[src/verilog/mie_pkg.sv]
/*
 * Shared constants of the instruction execution core: opcode layout,
 * operation codes, cycle and byte counts, reset values.
 * Assumes nothing of its surroundings; imported by every design file.
 */
package mie_pkg;

  localparam int PC_W       = 12;
  localparam int STACK_DEPTH = 6;

  // Low nibble of the opcode selects the instruction class
  localparam logic [3:0] LN_CALL    = 4'h1;
  localparam logic [3:0] LN_JUMP    = 4'h9;
  localparam logic [3:0] LN_BTEST   = 4'h3;
  localparam logic [3:0] LN_BITOP   = 4'hB;
  localparam logic [3:0] LN_ALU_MEM = 4'h5;
  localparam logic [3:0] LN_ALU_IMM = 4'h7;
  localparam logic [3:0] LN_CTL     = 4'hD;
  localparam logic [3:0] LN_ALU_ACC = 4'hF;

  // Short branch condition in opcode bits 2:1
  localparam logic [1:0] CND_ZERO_CLEAR  = 2'h0;
  localparam logic [1:0] CND_CARRY_CLEAR = 2'h1;
  localparam logic [1:0] CND_ZERO_SET    = 2'h2;
  localparam logic [1:0] CND_CARRY_SET   = 2'h3;

  // Field positions
  localparam int OP_BIT_LSB  = 5;
  localparam int OP_SEL_POS  = 4;
  localparam int OP_DISP_LSB = 3;

  // Control codes in opcode bits 7:4
  localparam logic [3:0] CTL_NOP      = 4'h0;
  localparam logic [3:0] CTL_RET      = 4'h1;
  localparam logic [3:0] CTL_RETURN_FROM_INTERRUPT     = 4'h2;
  localparam logic [3:0] CTL_STOP     = 4'h3;
  localparam logic [3:0] CTL_WAIT     = 4'h4;

  // Cycle counts per class
  localparam logic [2:0] CYC_BRANCH = 3'h2;
  localparam logic [2:0] CYC_CTL    = 3'h2;
  localparam logic [2:0] CYC_ALU    = 3'h4;
  localparam logic [2:0] CYC_BITOP  = 3'h4;
  localparam logic [2:0] CYC_JUMP   = 3'h4;
  localparam logic [2:0] CYC_BTEST  = 3'h5;

  // Byte counts
  localparam logic [PC_W-1:0] LEN_1 = 12'h001;
  localparam logic [PC_W-1:0] LEN_2 = 12'h002;
  localparam logic [PC_W-1:0] LEN_3 = 12'h003;

  localparam logic [PC_W-1:0] PC_RESET  = 12'h000;
  localparam logic [PC_W-1:0] IRQ_ENTRY = 12'h004;

  typedef enum logic [3:0] {
    ALU_ADD, ALU_AND, ALU_CP, ALU_SUB, ALU_COM,
    ALU_RLC, ALU_SLA, ALU_INC, ALU_DEC, ALU_NONE
  } mie_alu_e;

  typedef enum logic [1:0] {MODE_RUN, MODE_WAIT, MODE_STOP} mie_mode_e;

endpackage

[src/verilog/mie_core.sv]
/*
 * Instruction execution core: fetch, decode and execute of arithmetic,
 * branch, bit, control and jump/call instructions, with return stack.
 * Assumes program and data memories answer combinationally in the cycle
 * the address is shown, and that all inputs except rst are synchronous to clock.
 */
// Functional notes
// (RL1) Add, and, compare, subtract use accumulator and memory or immediate.
// (RL2) Complement, rotate and shift act on the accumulator only.
// (RL3) A conditional branch jumps only when its condition holds.
// (RL4) Bit instructions reach any bit of any data space location.
// (RL5) Bit set and clear only force the bit; bit-test branches do testing.
// (RL6) Bit set and clear: two bytes, four cycles, 3-bit index, flags kept.
// (RL7) Short branches use a 5-bit signed displacement, -15 to +16.
// (RL8) Bit-test branches use an 8-bit signed displacement, -126 to +129.
// (RL9) Branch-if-bit-clear: 3 bytes, 5 cycles, jumps on 0, sets only carry.
// (RL10) Branch-if-bit-set: 3 bytes, 5 cycles, jumps on 1, sets only carry.
// (RL11) A bit-test branch copies the tested bit into carry, taken or not.
// (RL12) With the watchdog selected a stop instruction performs a wait.
// (RL13) Jump and call: 12-bit target, two bytes, four cycles, flags kept.
// (RL14) Short branches test carry or zero, take two cycles, keep flags.
// (RL15) Inc and dec set zero only; other ALU ops set both, in four cycles.
// (RL16) Return from interrupt restores flags; other control ops keep them.
`timescale 1ns/1ps
module mie_core
  import mie_pkg::*;
(
  input  wire logic            clock,       // core clock
  input  wire logic            rst,         // async reset, active high
  output logic      [PC_W-1:0] prog_addr,   // program byte address
  input  wire logic [7:0]      prog_rdata,  // program byte
  output logic      [7:0]      data_addr,   // data space address
  input  wire logic [7:0]      data_rdata,  // data space read byte
  output logic      [7:0]      data_wdata,  // data space write byte
  output logic                 data_we,     // data space write strobe
  input  wire logic            wdg_sel,     // watchdog function selected
  input  wire logic            irq_req,     // interrupt request level
  output logic                 irq_ack,     // interrupt entry pulse
  input  wire logic            wake,        // leave wait or stop
  output logic                 wait_mode,   // core in wait
  output logic                 stop_mode,   // core in stop
  output logic      [7:0]      accum,       // accumulator
  output logic                 flag_z,      // zero flag
  output logic                 flag_c,      // carry flag
  output logic      [PC_W-1:0] pc           // program counter
);

  mie_mode_e       mode_q, mode_d;
  logic [2:0]      cnt_q, cnt_d;
  logic [7:0]      op_q, op_d, b1_q, b1_d, b2_q, b2_d, mem_q, mem_d;
  logic [7:0]      acc_q, acc_d;
  logic            z_q, z_d, c_q, c_d, sz_q, sz_d, sc_q, sc_d;
  logic            inirq_q, inirq_d;
  logic [PC_W-1:0] pc_q, pc_d;
  logic [2:0]      sp_q, sp_d;
  logic [PC_W-1:0] stk_q [STACK_DEPTH];
  logic [PC_W-1:0] stk_d [STACK_DEPTH];

  // Decode
  logic [3:0]      lo;
  logic [2:0]      cycles;
  logic [2:0]      bit_idx;
  logic [7:0]      bit_mask;
  logic            bit_val;
  logic            cond;
  mie_alu_e        alu_op;
  logic [7:0]      alu_opnd, alu_res;
  logic            alu_c, alu_z, alu_upd_c;
  logic [PC_W-1:0] rel5_tgt, rel8_tgt, ext_tgt;
  logic [2:0]      sp_inc, sp_dec;

  assign lo       = op_q[3:0];
  assign bit_idx  = op_q[7:OP_BIT_LSB];                             // RL6
  assign bit_mask = 8'h01 << bit_idx;                               // RL4
  assign bit_val  = mem_q[bit_idx];
  assign rel5_tgt = pc_q + LEN_1
                  + {{7{op_q[7]}}, op_q[7:OP_DISP_LSB]};            // RL7
  assign rel8_tgt = pc_q + LEN_2 + {{4{b2_q[7]}}, b2_q};            // RL8
  assign ext_tgt  = {op_q[7:4], b1_q};                              // RL13
  assign sp_inc   = (sp_q == 3'(STACK_DEPTH - 1)) ? 3'h0 : sp_q + 3'h1;
  assign sp_dec   = (sp_q == 3'h0) ? 3'(STACK_DEPTH - 1) : sp_q - 3'h1;

  always_comb
  begin
    unique case (op_q[2:1])                                         // RL14
      CND_ZERO_CLEAR:  cond = ~z_q;
      CND_CARRY_CLEAR: cond = ~c_q;
      CND_ZERO_SET:    cond = z_q;
      CND_CARRY_SET:   cond = c_q;
    endcase
  end

  always_comb
  begin
    if (op_q[0] == 1'b0)
      cycles = CYC_BRANCH;                                          // RL14
    else
      unique case (lo)
        LN_CALL, LN_JUMP:                 cycles = CYC_JUMP;        // RL13
        LN_BTEST:                         cycles = CYC_BTEST;       // RL9 RL10
        LN_BITOP:                         cycles = CYC_BITOP;       // RL6
        LN_ALU_MEM, LN_ALU_IMM, LN_ALU_ACC: cycles = CYC_ALU;       // RL15
        default:                          cycles = CYC_CTL;         // RL16
      endcase
  end

  always_comb
  begin
    if (op_q[7:4] <= 4'(ALU_DEC))
      alu_op = mie_alu_e'(op_q[7:4]);
    else
      alu_op = ALU_NONE;
    unique case (lo)
      LN_ALU_MEM: alu_opnd = mem_q;                                 // RL1
      LN_ALU_IMM: alu_opnd = b1_q;                                  // RL1
      default:    alu_opnd = acc_q;                                 // RL2
    endcase
  end

  mie_alu u_alu (
    .op    (alu_op),
    .acc   (acc_q),
    .opnd  (alu_opnd),
    .c_in  (c_q),
    .res   (alu_res),
    .c_out (alu_c),
    .z_out (alu_z),
    .upd_c (alu_upd_c)
  );

  always_comb
  begin
    mode_d     = mode_q;
    cnt_d      = cnt_q;
    op_d       = op_q;
    b1_d       = b1_q;
    b2_d       = b2_q;
    mem_d      = mem_q;
    acc_d      = acc_q;
    z_d        = z_q;
    c_d        = c_q;
    sz_d       = sz_q;
    sc_d       = sc_q;
    inirq_d    = inirq_q;
    pc_d       = pc_q;
    sp_d       = sp_q;
    stk_d      = stk_q;
    data_we    = 1'b0;
    data_wdata = mem_q;
    irq_ack    = 1'b0;
    unique case (mode_q)
      MODE_RUN:
      begin
        cnt_d = cnt_q + 3'h1;
        if (cnt_q == 3'h0 && irq_req && !inirq_q)
        begin
          // Interrupt entry at instruction boundary
          stk_d[sp_q] = pc_q;
          sp_d        = sp_inc;
          sz_d        = z_q;
          sc_d        = c_q;
          inirq_d     = 1'b1;
          pc_d        = IRQ_ENTRY;
          irq_ack     = 1'b1;
          cnt_d       = 3'h0;
        end
        else if (cnt_q == 3'h0)
          op_d = prog_rdata;
        else
        begin
          if (cnt_q == 3'h1)
            b1_d = prog_rdata;
          if (cnt_q == 3'h2)
          begin
            b2_d  = prog_rdata;
            mem_d = data_rdata;
          end
          if (cnt_q == cycles - 3'h1)
          begin
            cnt_d = 3'h0;
            if (op_q[0] == 1'b0)
              pc_d = cond ? rel5_tgt : pc_q + LEN_1;                // RL3
            else
              unique case (lo)
                LN_CALL, LN_JUMP:
                begin
                  if (lo == LN_CALL)
                  begin
                    stk_d[sp_q] = pc_q + LEN_2;
                    sp_d        = sp_inc;
                  end
                  pc_d = ext_tgt;                                   // RL13
                end
                LN_BTEST:
                begin
                  c_d  = bit_val;                                   // RL11
                  pc_d = (bit_val == op_q[OP_SEL_POS])              // RL9 RL10
                       ? rel8_tgt : pc_q + LEN_3;
                end
                LN_BITOP:
                begin
                  data_we    = 1'b1;                                // RL5
                  data_wdata = op_q[OP_SEL_POS] ? (mem_q | bit_mask)
                                                : (mem_q & ~bit_mask); // RL6
                  pc_d       = pc_q + LEN_2;
                end
                LN_ALU_MEM, LN_ALU_IMM, LN_ALU_ACC:
                begin
                  if (alu_op != ALU_NONE)
                    z_d = alu_z;                                    // RL15
                  if (alu_upd_c)
                    c_d = alu_c;                                    // RL15
                  if ((alu_op == ALU_INC || alu_op == ALU_DEC)
                      && lo == LN_ALU_MEM)
                  begin
                    data_we    = 1'b1;
                    data_wdata = alu_res;
                  end
                  else if (alu_op != ALU_CP && alu_op != ALU_NONE)
                    acc_d = alu_res;                                // RL1 RL2
                  pc_d = pc_q + ((lo == LN_ALU_ACC) ? LEN_1 : LEN_2);
                end
                default:
                begin
                  pc_d = pc_q + LEN_1;
                  unique case (op_q[7:4])
                    CTL_RET, CTL_RETURN_FROM_INTERRUPT:
                    begin
                      pc_d = stk_q[sp_dec];
                      sp_d = sp_dec;
                      if (op_q[7:4] == CTL_RETURN_FROM_INTERRUPT)
                      begin
                        z_d     = sz_q;                             // RL16
                        c_d     = sc_q;                             // RL16
                        inirq_d = 1'b0;
                      end
                    end
                    CTL_STOP:
                      mode_d = wdg_sel ? MODE_WAIT : MODE_STOP;     // RL12
                    CTL_WAIT:
                      mode_d = MODE_WAIT;
                    default:
                      pc_d = pc_q + LEN_1;
                  endcase
                end
              endcase
          end
        end
      end
      MODE_WAIT, MODE_STOP:
        if (wake || irq_req)
          mode_d = MODE_RUN;
      default:
        mode_d = MODE_RUN;
    endcase
  end

  always_ff @(posedge clock or posedge rst)
  begin
    if (rst)
    begin
      mode_q  <= MODE_RUN;
      cnt_q   <= 3'h0;
      op_q    <= 8'h00;
      b1_q    <= 8'h00;
      b2_q    <= 8'h00;
      mem_q   <= 8'h00;
      acc_q   <= 8'h00;
      z_q     <= 1'b0;
      c_q     <= 1'b0;
      sz_q    <= 1'b0;
      sc_q    <= 1'b0;
      inirq_q <= 1'b0;
      pc_q    <= PC_RESET;
      sp_q    <= 3'h0;
      for (int i = 0; i < STACK_DEPTH; i++)
        stk_q[i] <= PC_RESET;
    end
    else
    begin
      mode_q  <= mode_d;
      cnt_q   <= cnt_d;
      op_q    <= op_d;
      b1_q    <= b1_d;
      b2_q    <= b2_d;
      mem_q   <= mem_d;
      acc_q   <= acc_d;
      z_q     <= z_d;
      c_q     <= c_d;
      sz_q    <= sz_d;
      sc_q    <= sc_d;
      inirq_q <= inirq_d;
      pc_q    <= pc_d;
      sp_q    <= sp_d;
      stk_q   <= stk_d;
    end
  end

  // Operand bytes follow the opcode; data space address is the second byte
  assign prog_addr = pc_q + {9'h000, cnt_q};
  assign data_addr = b1_q;
  assign wait_mode = (mode_q == MODE_WAIT);
  assign stop_mode = (mode_q == MODE_STOP);
  assign accum     = acc_q;
  assign flag_z    = z_q;
  assign flag_c    = c_q;
  assign pc        = pc_q;

endmodule // mie_core

[src/verilog/mie_alu.sv]
/*
 * Accumulator arithmetic and logic unit, purely combinational.
 * Assumes the caller chooses the operand and where the result goes.
 */
`timescale 1ns/1ps
module mie_alu
  import mie_pkg::*;
(
  input  wire mie_alu_e   op,      // operation
  input  wire logic [7:0] acc,     // accumulator value
  input  wire logic [7:0] opnd,    // second operand
  input  wire logic       c_in,    // carry before
  output logic      [7:0] res,     // result
  output logic            c_out,   // carry after
  output logic            z_out,   // zero after
  output logic            upd_c    // operation alters carry
);

  logic [8:0] wide;

  always_comb
  begin
    wide  = 9'h000;
    upd_c = 1'b1;
    c_out = c_in;
    unique case (op)
      ALU_ADD: wide = {1'b0, acc} + {1'b0, opnd};
      ALU_SUB, ALU_CP: wide = {1'b0, acc} - {1'b0, opnd};
      ALU_AND: wide = {1'b0, acc & opnd};
      ALU_COM: wide = {acc[7], ~acc};
      ALU_RLC: wide = {acc, c_in};
      ALU_SLA: wide = {acc, 1'b0};
      ALU_INC:
      begin
        wide  = {1'b0, opnd + 8'h01};
        upd_c = 1'b0;  // RL15
      end
      ALU_DEC:
      begin
        wide  = {1'b0, opnd - 8'h01};
        upd_c = 1'b0;  // RL15
      end
      default:
      begin
        wide  = {1'b0, acc};
        upd_c = 1'b0;
      end
    endcase
    res = wide[7:0];
    if (upd_c)
      c_out = wide[8];
    z_out = (wide[7:0] == 8'h00);
  end

endmodule // mie_alu

[config.mk]
export PLATFORM = sky130hd
export DESIGN_NAME = mie_core
export DESIGN_NICKNAME = d
export VERILOG_FILES = /design/src/verilog/mie_pkg.sv /design/src/verilog/mie_core.sv /design/src/verilog/mie_alu.sv
export SDC_FILE = /design/constraint.sdc
export NUM_CORES = 1
export LEC_CHECK = 0
export BUFFER_PORTS_ARGS = -buffer_cell sky130_fd_sc_hd__buf_2
export CAP_MARGIN = 20
export CORE_ASPECT_RATIO = 0.75
export CORE_MARGIN = 8
export CORE_UTILIZATION = 34
export DETAILED_ROUTE_END_ITERATION = 6
export PLACE_DENSITY_LB_ADDON = 0.1
export SYNTH_ARGS = -nofsm -noshare
export SYNTH_HDL_FRONTEND = slang
export SYNTH_SLANG_ARGS = --single-unit
[constraint.sdc]
create_clock -name clock -period 6.1 [get_ports clock]
set_input_delay 0.915 -clock clock [delete_from_list [all_inputs] [get_ports clock]]
set_output_delay 0.915 -clock clock [all_outputs]
set_load 0.02 [all_outputs]
* Word-level counts from Yosys, hierarchy flattened *
Index checks and enable logic that the tools add are counted.
W data, S select, Z words.

word-level totals
  register bits after elaboration = 137
  input bits = 21
  output and inout port bits = 54
  logic and storage cells = 231

operators by class
  $add $sub $neg = 15
  magnitude comparators = 5
  equality and inequality tests = 44
  shifts and indexed selects = 1
  muxes and demuxes = 84
  bitwise logic cells = 14
  reductions and logical operators = 48

operator list
  operator                 number
  $mux W72                 6
  $bwmux W72               2
  $mux W12                 10
  $pmux W9 S8              1
  $mux W8                  7
  $pmux W12 S4             1
  $bmux W12 S3             1
  $demux W12 S3            1
  $mux W3                  12
  $pmux W8 S2              2
  $eq A4 B3 Y1 const B     7
  $add A12 B12 Y12         2
  $add A12 B2 Y12 const B  2
  $mux W1                  23
  $reduce_and A7 Y1        3
  $eq A4 B2 Y1 const B     5
  $reduce_and A9 Y1        2
  $and A8 B8 Y8            2
  $eq A4 B4 Y1 const B     4
  $mux W2                  8
  $ne A2 B2 Y1 const B     8
  $not A8 Y8               2
  $reduce_bool A2 Y1       8
  $reduce_or A7 Y1         2
  55 further kinds         90

* Depth between registers and ports, before layout *
  word-level depth = 12
  mapped depth = 17

* Cells and area by module *
From an unflattened synthesis, not the netlist that was laid out.

second synthesis, totals
  cell total of the unflattened synthesis = 1,356
  area, all modules = 11,204.5 µm²

modules (own cells, without submodules)
  module    instances  cells each  area an instance (µm²)  seq. area each (µm²)
  mie_core  1          1,138       9,776.9                 3,428.3
  mie_alu   1          218         1,427.6                 0.0

* Worst setup path after synthesis *
Ideal clock, no wire load.

  path type = flip-flop to output port
  from = register op_q[3]
  to = output data_wdata[6]
  arrival = 3,780 ps
  slack = 1,405 ps
  cell stages (with the launch flop) = 16
  buffers on the path = 1
  cell sequence = dfrtp_1 -> and3b_4 -> buf_6 -> mux2i_2 -> ha_1 -> nand2_1 -> o21ai_0 -> fa_1 -> nand2b_1 -> a211oi_1 -> o211ai_1 -> o41a_1 -> o21ai_0 -> o22ai_1 -> a211oi_1 -> a31o_2

on the way
  word-level cells in the longest chain between the ends = 11
  elaborated cells on any way between the ends = 28
  classes of those cells = 5 x add/sub; 8 x eq/ne; 11 x mux; 1 x bitwise; 3 x reduce/logical

RTL lines
  item                                         line                                              RTL
  from (decl)                                  mie_core.sv:50                                    logic [7:0] op_q, op_d, b1_q, b1_d, b2_q, b2_d, mem_q, mem_d;
  from (signal assigned)                       mie_core.sv:283                                   op_q <= op_d;
  $eq A4 B3 Y1 (on tied branches)              mie_core.sv:98, mie_core.sv:113, mie_core.sv:184
  $pmux W8 S2                                  mie_core.sv:113                                   unique case (lo)
  $sub A8 B1 Y8, or another cell as far along  mie_alu.sv:40                                     wide = {1'b0, opnd - 8'h01};
  $pmux W9 S8                                  mie_alu.sv:26                                     unique case (op)
  $mux W8                                      mie_core.sv:213                                   if ((alu_op == ALU_INC || alu_op == ALU_DEC)
  $pmux W8 S2                                  mie_core.sv:184                                   unique case (lo)
  $mux W8                                      mie_core.sv:181                                   if (op_q[0] == 1'b0)
  $mux W8 *                                    mie_core.sv:178                                   if (cnt_q == cycles - 3'h1)
  $mux W8 *                                    mie_core.sv:167                                   else if (cnt_q == 3'h0)
  $mux W8 *                                    mie_core.sv:155                                   if (cnt_q == 3'h0 && irq_req && !inirq_q)
  $mux W8 *                                    mie_core.sv:151                                   unique case (mode_q)
  to (decl)                                    mie_core.sv:34                                    output logic [7:0] data_wdata,

Mark *: on every way between the ends. The rest lies on a longest branch, timed or not.

* Worst setup path after layout *
  from = register op_q[1]
  to = output data_wdata[6]

The elaborated chain is that of the path after synthesis.

==> metrics.md <==
| Metric | Value |
|---|---|
| Global route total overflow | `0` |
| Leakage | `5.40 nW` |
| Final-layout setup total negative slack | `0 ns` |
| Count of instances resized after the clock tree is built | `0` |
| Post-Synthesis Cell Area | `approximately 11000 sq um` |
| Cells along the critical path | `mux2_1 -> mux2_2 -> inv_1 -> ha_1 -> nand2_1 -> o21ai_0 -> fa_1 -> nand2b_1 -> a211oi_1 -> o211ai_1 -> o41a_1 -> o21ai_1 -> o22ai_1 -> a211oi_2 -> a31o_2 -> buf_2` |
| Area share of the largest cell type after synthesis | `a little under a third` |
| Highest attainable clock frequency | `~170 MHz` |
| First-pass GRT wire length | `approximately 62000 um` |
| CP peak stage delay | `0.53 ns` |
| Clock-pin slew reported for the worst setup and hold paths after clock tree synthesis | `about 0.060 ns` |
| Number of stages on the worst hold path | `2` |
| HPWL Detailed | `approximately 30000 um` |
| Sequential share of power | `between 10% and 20%` |
| Skew final | `around 0.027 ns` |
| Share of final-layout standard cells stronger than drive strength 1 | `17.3%` |
| Global-route met3 utilization | `~4.3%` |
| Most utilized layer in the global route result | `met1` |
| Total instance count after detailed placement | `around 1800` |
| Final-layout worst hold slack | `~0.48 ns` |
| Hold-fix buffer count after cts | `0` |
| Diode insertion count for antenna repair | `0` |
| Power density relative to cell area | `~640 nW/um^2` |
| CTS sink count | `between 100 and 150` |
| Switching share of total power | `a little over half` |
| Met1 track demand over resource | `33.7%` |
| H-tree level count | `4` |
| Area grow syn2layout | `14.6%` |
| Path type of the worst setup path | `flip-flop to output port` |
| Proportion of power drawn by combinational gates | `approximately two thirds` |
| Max_cap viols | `0` |
| Depth of the most critical reg-to-reg path | `13` |
| Number of antenna-violating nets in the routed design | `0` |
| Origin of the worst min-delay path | `stk_q[43]` |
| Io pins | `75` |
| Net Count, Synth | `about 1400` |
| Clock network fraction of design power | `between 10% and 20%` |
| Dominant synthesized flop cell | `sky130_fd_sc_hd__dfrtp_1` |
| Setup repair after global routing missed its margin | `false` |
| Final instance area | `roughly 13000 sq um` |
| Clock tree from TritonCTS | `yes` |
| Maximum clock insertion buffer count | `2` |
| Sequential share of the synthesized area | `about 31%` |
| Vias in the first global route | `9622` |
| Average via count per standard cell | `about 5.7` |
| Wire length after detailed routing | `between 40000 and 50000 um` |
| Leading post-synthesis cells by instance count | `sky130_fd_sc_hd__nand2_1 (143), sky130_fd_sc_hd__o21ai_0 (142), sky130_fd_sc_hd__dfrtp_1 (137)` |
| Number of nets in the layout | `~1400` |
| Minimum clock period after layout | `~5.8 ns` |
| Number of flops mapped to enable cells by yosys | `0` |
| Slew HR | `between 30% and 40%` |
| Internal power consumption | `between 3 and 4 mW` |
| Final Cycle Share | `between 90% and 100%` |
| Layout Cells excl Fill | `1805` |
| Share of flip-flops with an asynchronous set or reset | `100%` |
| Nature of the critical path startpoint | `flip-flop` |
| Cell count after synthesis | `1300` |
| Maximum vdd ir drop | `roughly 0.23 mV` |
| Power, Total | `just over 8 mW` |
| CP Max Fanout | `8` |
| Top cells by area, synth | `sky130_fd_sc_hd__dfrtp_1 (31%), sky130_fd_sc_hd__o21ai_0 (6.5%), sky130_fd_sc_hd__ha_1 (6.1%)` |
| Yosys top cell by area | `sky130_fd_sc_hd__dfrtp_1` |
| DR iter-0 viols | `between 1000 and 1500` |
| Final number of max-transition violations | `0` |
| Total Die Area | `just under 40000 sq um` |
| Net load switching power | `between 4 and 5 mW` |
| Launch point of the worst reg-to-reg path | `op_q[1]` |
| Area after DPL | `between 10000 and 15000 sq um` |
| Global-route usage over all layers | `21.2%` |
| Cell with the most instances after synthesis | `sky130_fd_sc_hd__nand2_1` |
| Maximum number of pins on one net before global-route repair | `88` |
| Horizontal die dimension | `between 200 and 250 um` |
| Post-Synthesis Mean Instance Area | `about 8.5 sq um` |
| DRC violations left | `0` |
| Startpoint of the worst setup timing path | `op_q[1]` |
| Type of the worst min-delay path | `flip-flop to flip-flop` |
| Finish-stage setup viols | `0` |
| Total number of vias | `between 10000 and 15000` |
| Number of fill cells | `3344` |
| Clock latency on the worst-skew pair | `approximately 0.45 ns` |
| Least-Margin Pin Slew | `roughly 0.98 ns` |
| Met2 track utilization from global routing | `28.8%` |
| Data arrival, critical path | `4.87 ns` |
| Area inside the core boundary | `about 32000 sq um` |
| Final Hold Vio Count | `0` |
| Placement row count | `57` |
| Element type at the critical path end | `output port` |
| Number of unique standard cell types used by synthesis | `85` |
| Result of the run | `completed` |
| Data required time at the worst endpoint | `approximately 5.2 ns` |
| Initial antenna violation count | `0` |
| TritonCTS Buffers | `17` |
| Register bit total from synthesis | `137` |
| Initial core utilization | `34.2%` |
| Avg WL per Cell | `22.7 um` |
| Global placement routability congestion | `roughly 0.9` |
| Cell at the root of the clock tree | `sky130_fd_sc_hd__clkbuf_16` |
| Setup fix buffers added after clock tree synthesis | `0` |
| DIE HEIGHT | `172 um` |
| Slowest cell on crit path | `sky130_fd_sc_hd__dfrtp_1` |
| IO buf count | `74` |
| Synthesis Warnings | `0` |
| Number of optimization iterations in the first detailed-route pass | `5` |
-- metal layers --
| layer | part of all wire [%] | wire, um |
|---|---|---|
| met5 | 0 | 0 |
| met4 | 0.81 | 334 |
| met3 | 7.3 | 2970 |
| met2 | 39 | 16100 |
| met1 | 53 | 21600 |
-- final cells by class --
| type | count | area (sq um) | area share [%] |
|---|---|---|---|
| clock buffer | 20 | 467 | 3.70 |
| inverter | 45 | 174 | 1.38 |
| sequential | 137 | 3430 | 27.2 |
| timing repair buffer | 110 | 668 | 5.29 |
| tap | 442 | 553 | 4.38 |
| multi-input combinational | 1039 | 7150 | 56.6 |
| clock inverter | 12 | 186 | 1.48 |
-- path summary, 6_finish.rpt --
check / end / slack [ns]
setup / recovery: data_wdata[6] / 0.32
hold / removal: stk_q[43] / 0.48
setup reg to reg: flag_z / 1.52
hold reg to reg: stk_q[43] / 0.48
max in group asynchronous: asynchronous set/reset pin / 4.26
min in group asynchronous: stk_q[63] / 0.64
-- worst max-delay path, delay by kind of cell (launching register included) --
| family | cells | cell delay (ns) |
|---|---|---|
| AOI/OAI and AO/OA | 8 | 1.80 |
| adders and majority gates | 2 | 0.71 |
| buffers and inverters | 2 | 0.34 |
| DFF | 1 | 0.53 |
| muxes | 2 | 0.75 |
| and+or+nand+nor | 2 | 0.26 |
-- layout by cell type (no fill, tap or decap), types with 7 or more instances in the layout --
cell type,Yosys,final
sky130_fd_sc_hd__xor2_1,33,33
sky130_fd_sc_hd__clkbuf_16,0,17
sky130_fd_sc_hd__a221oi_1,10,10
sky130_fd_sc_hd__xnor2_1,52,52
sky130_fd_sc_hd__mux4_2,13,13
sky130_fd_sc_hd__nor2_1,116,116
sky130_fd_sc_hd__a221o_1,8,8
sky130_fd_sc_hd__and3_1,9,9
sky130_fd_sc_hd__a31oi_1,8,8
sky130_fd_sc_hd__buf_4,2,34
sky130_fd_sc_hd__a21oi_1,86,86
sky130_fd_sc_hd__o21ai_0,142,140
sky130_fd_sc_hd__nand4_1,13,13
sky130_fd_sc_hd__mux2_2,50,50
sky130_fd_sc_hd__nand2_1,143,143
sky130_fd_sc_hd__ha_1,54,54
sky130_fd_sc_hd__mux2i_1,32,32
sky130_fd_sc_hd__nand2b_1,14,14
sky130_fd_sc_hd__o211ai_1,14,14
sky130_fd_sc_hd__nor2b_1,14,13
sky130_fd_sc_hd__inv_1,44,43
sky130_fd_sc_hd__dfrtp_1,137,137
sky130_fd_sc_hd__buf_2,10,74
sky130_fd_sc_hd__o21a_1,7,7
sky130_fd_sc_hd__or3_1,12,12
sky130_fd_sc_hd__a211oi_1,18,17
sky130_fd_sc_hd__nor3_1,47,45
sky130_fd_sc_hd__nand3_1,25,25
-- logic make-up after synthesis --
group | Yosys count | synth area share [%]
XOR/XNOR | 85 | 6.76
AO/OA/AOI/OAI | 358 | 20.1
multiplexers | 99 | 11.1
flip-flops | 137 | 31.1
AND/OR/NAND/NOR | 436 | 19.0
buffers and inverters | 124 | 4.61
adder cells (fa/ha/maj) | 61 | 7.24
-- metrics by stage --
step,setup slack [ns],utilization (%)
global route,0.0521,39.2
finish,0.316,39.2
global placement,0.632,37.1
detailed placement,0.552,37.1
floorplan,1.40,-
CTS,0.0695,39.2
-- flip-flops by register name, summed over array words and instances, names as in the netlist, 2 cells and up, named ones only --
register   flops
op_q           8
data_addr      8
mode_q         2
sp_q           3
cnt_q          3
mem_q          8
accum          8
b2_q           8
stk_q         66
pc            12
-- power groups by stage --
stage	Combinational [mW]	Clock, mW	Sequential [mW]
2_1_floorplan	3.63	0	1.46
3_3_place_gp	5.16	0	1.61
3_5_place_dp	5.16	0	1.61
4_1_cts	5.19	1.20	1.60
5_1_grt	5.78	1.24	1.65
6_report	5.29	1.18	1.61
(Power assumes the default switching activity.)
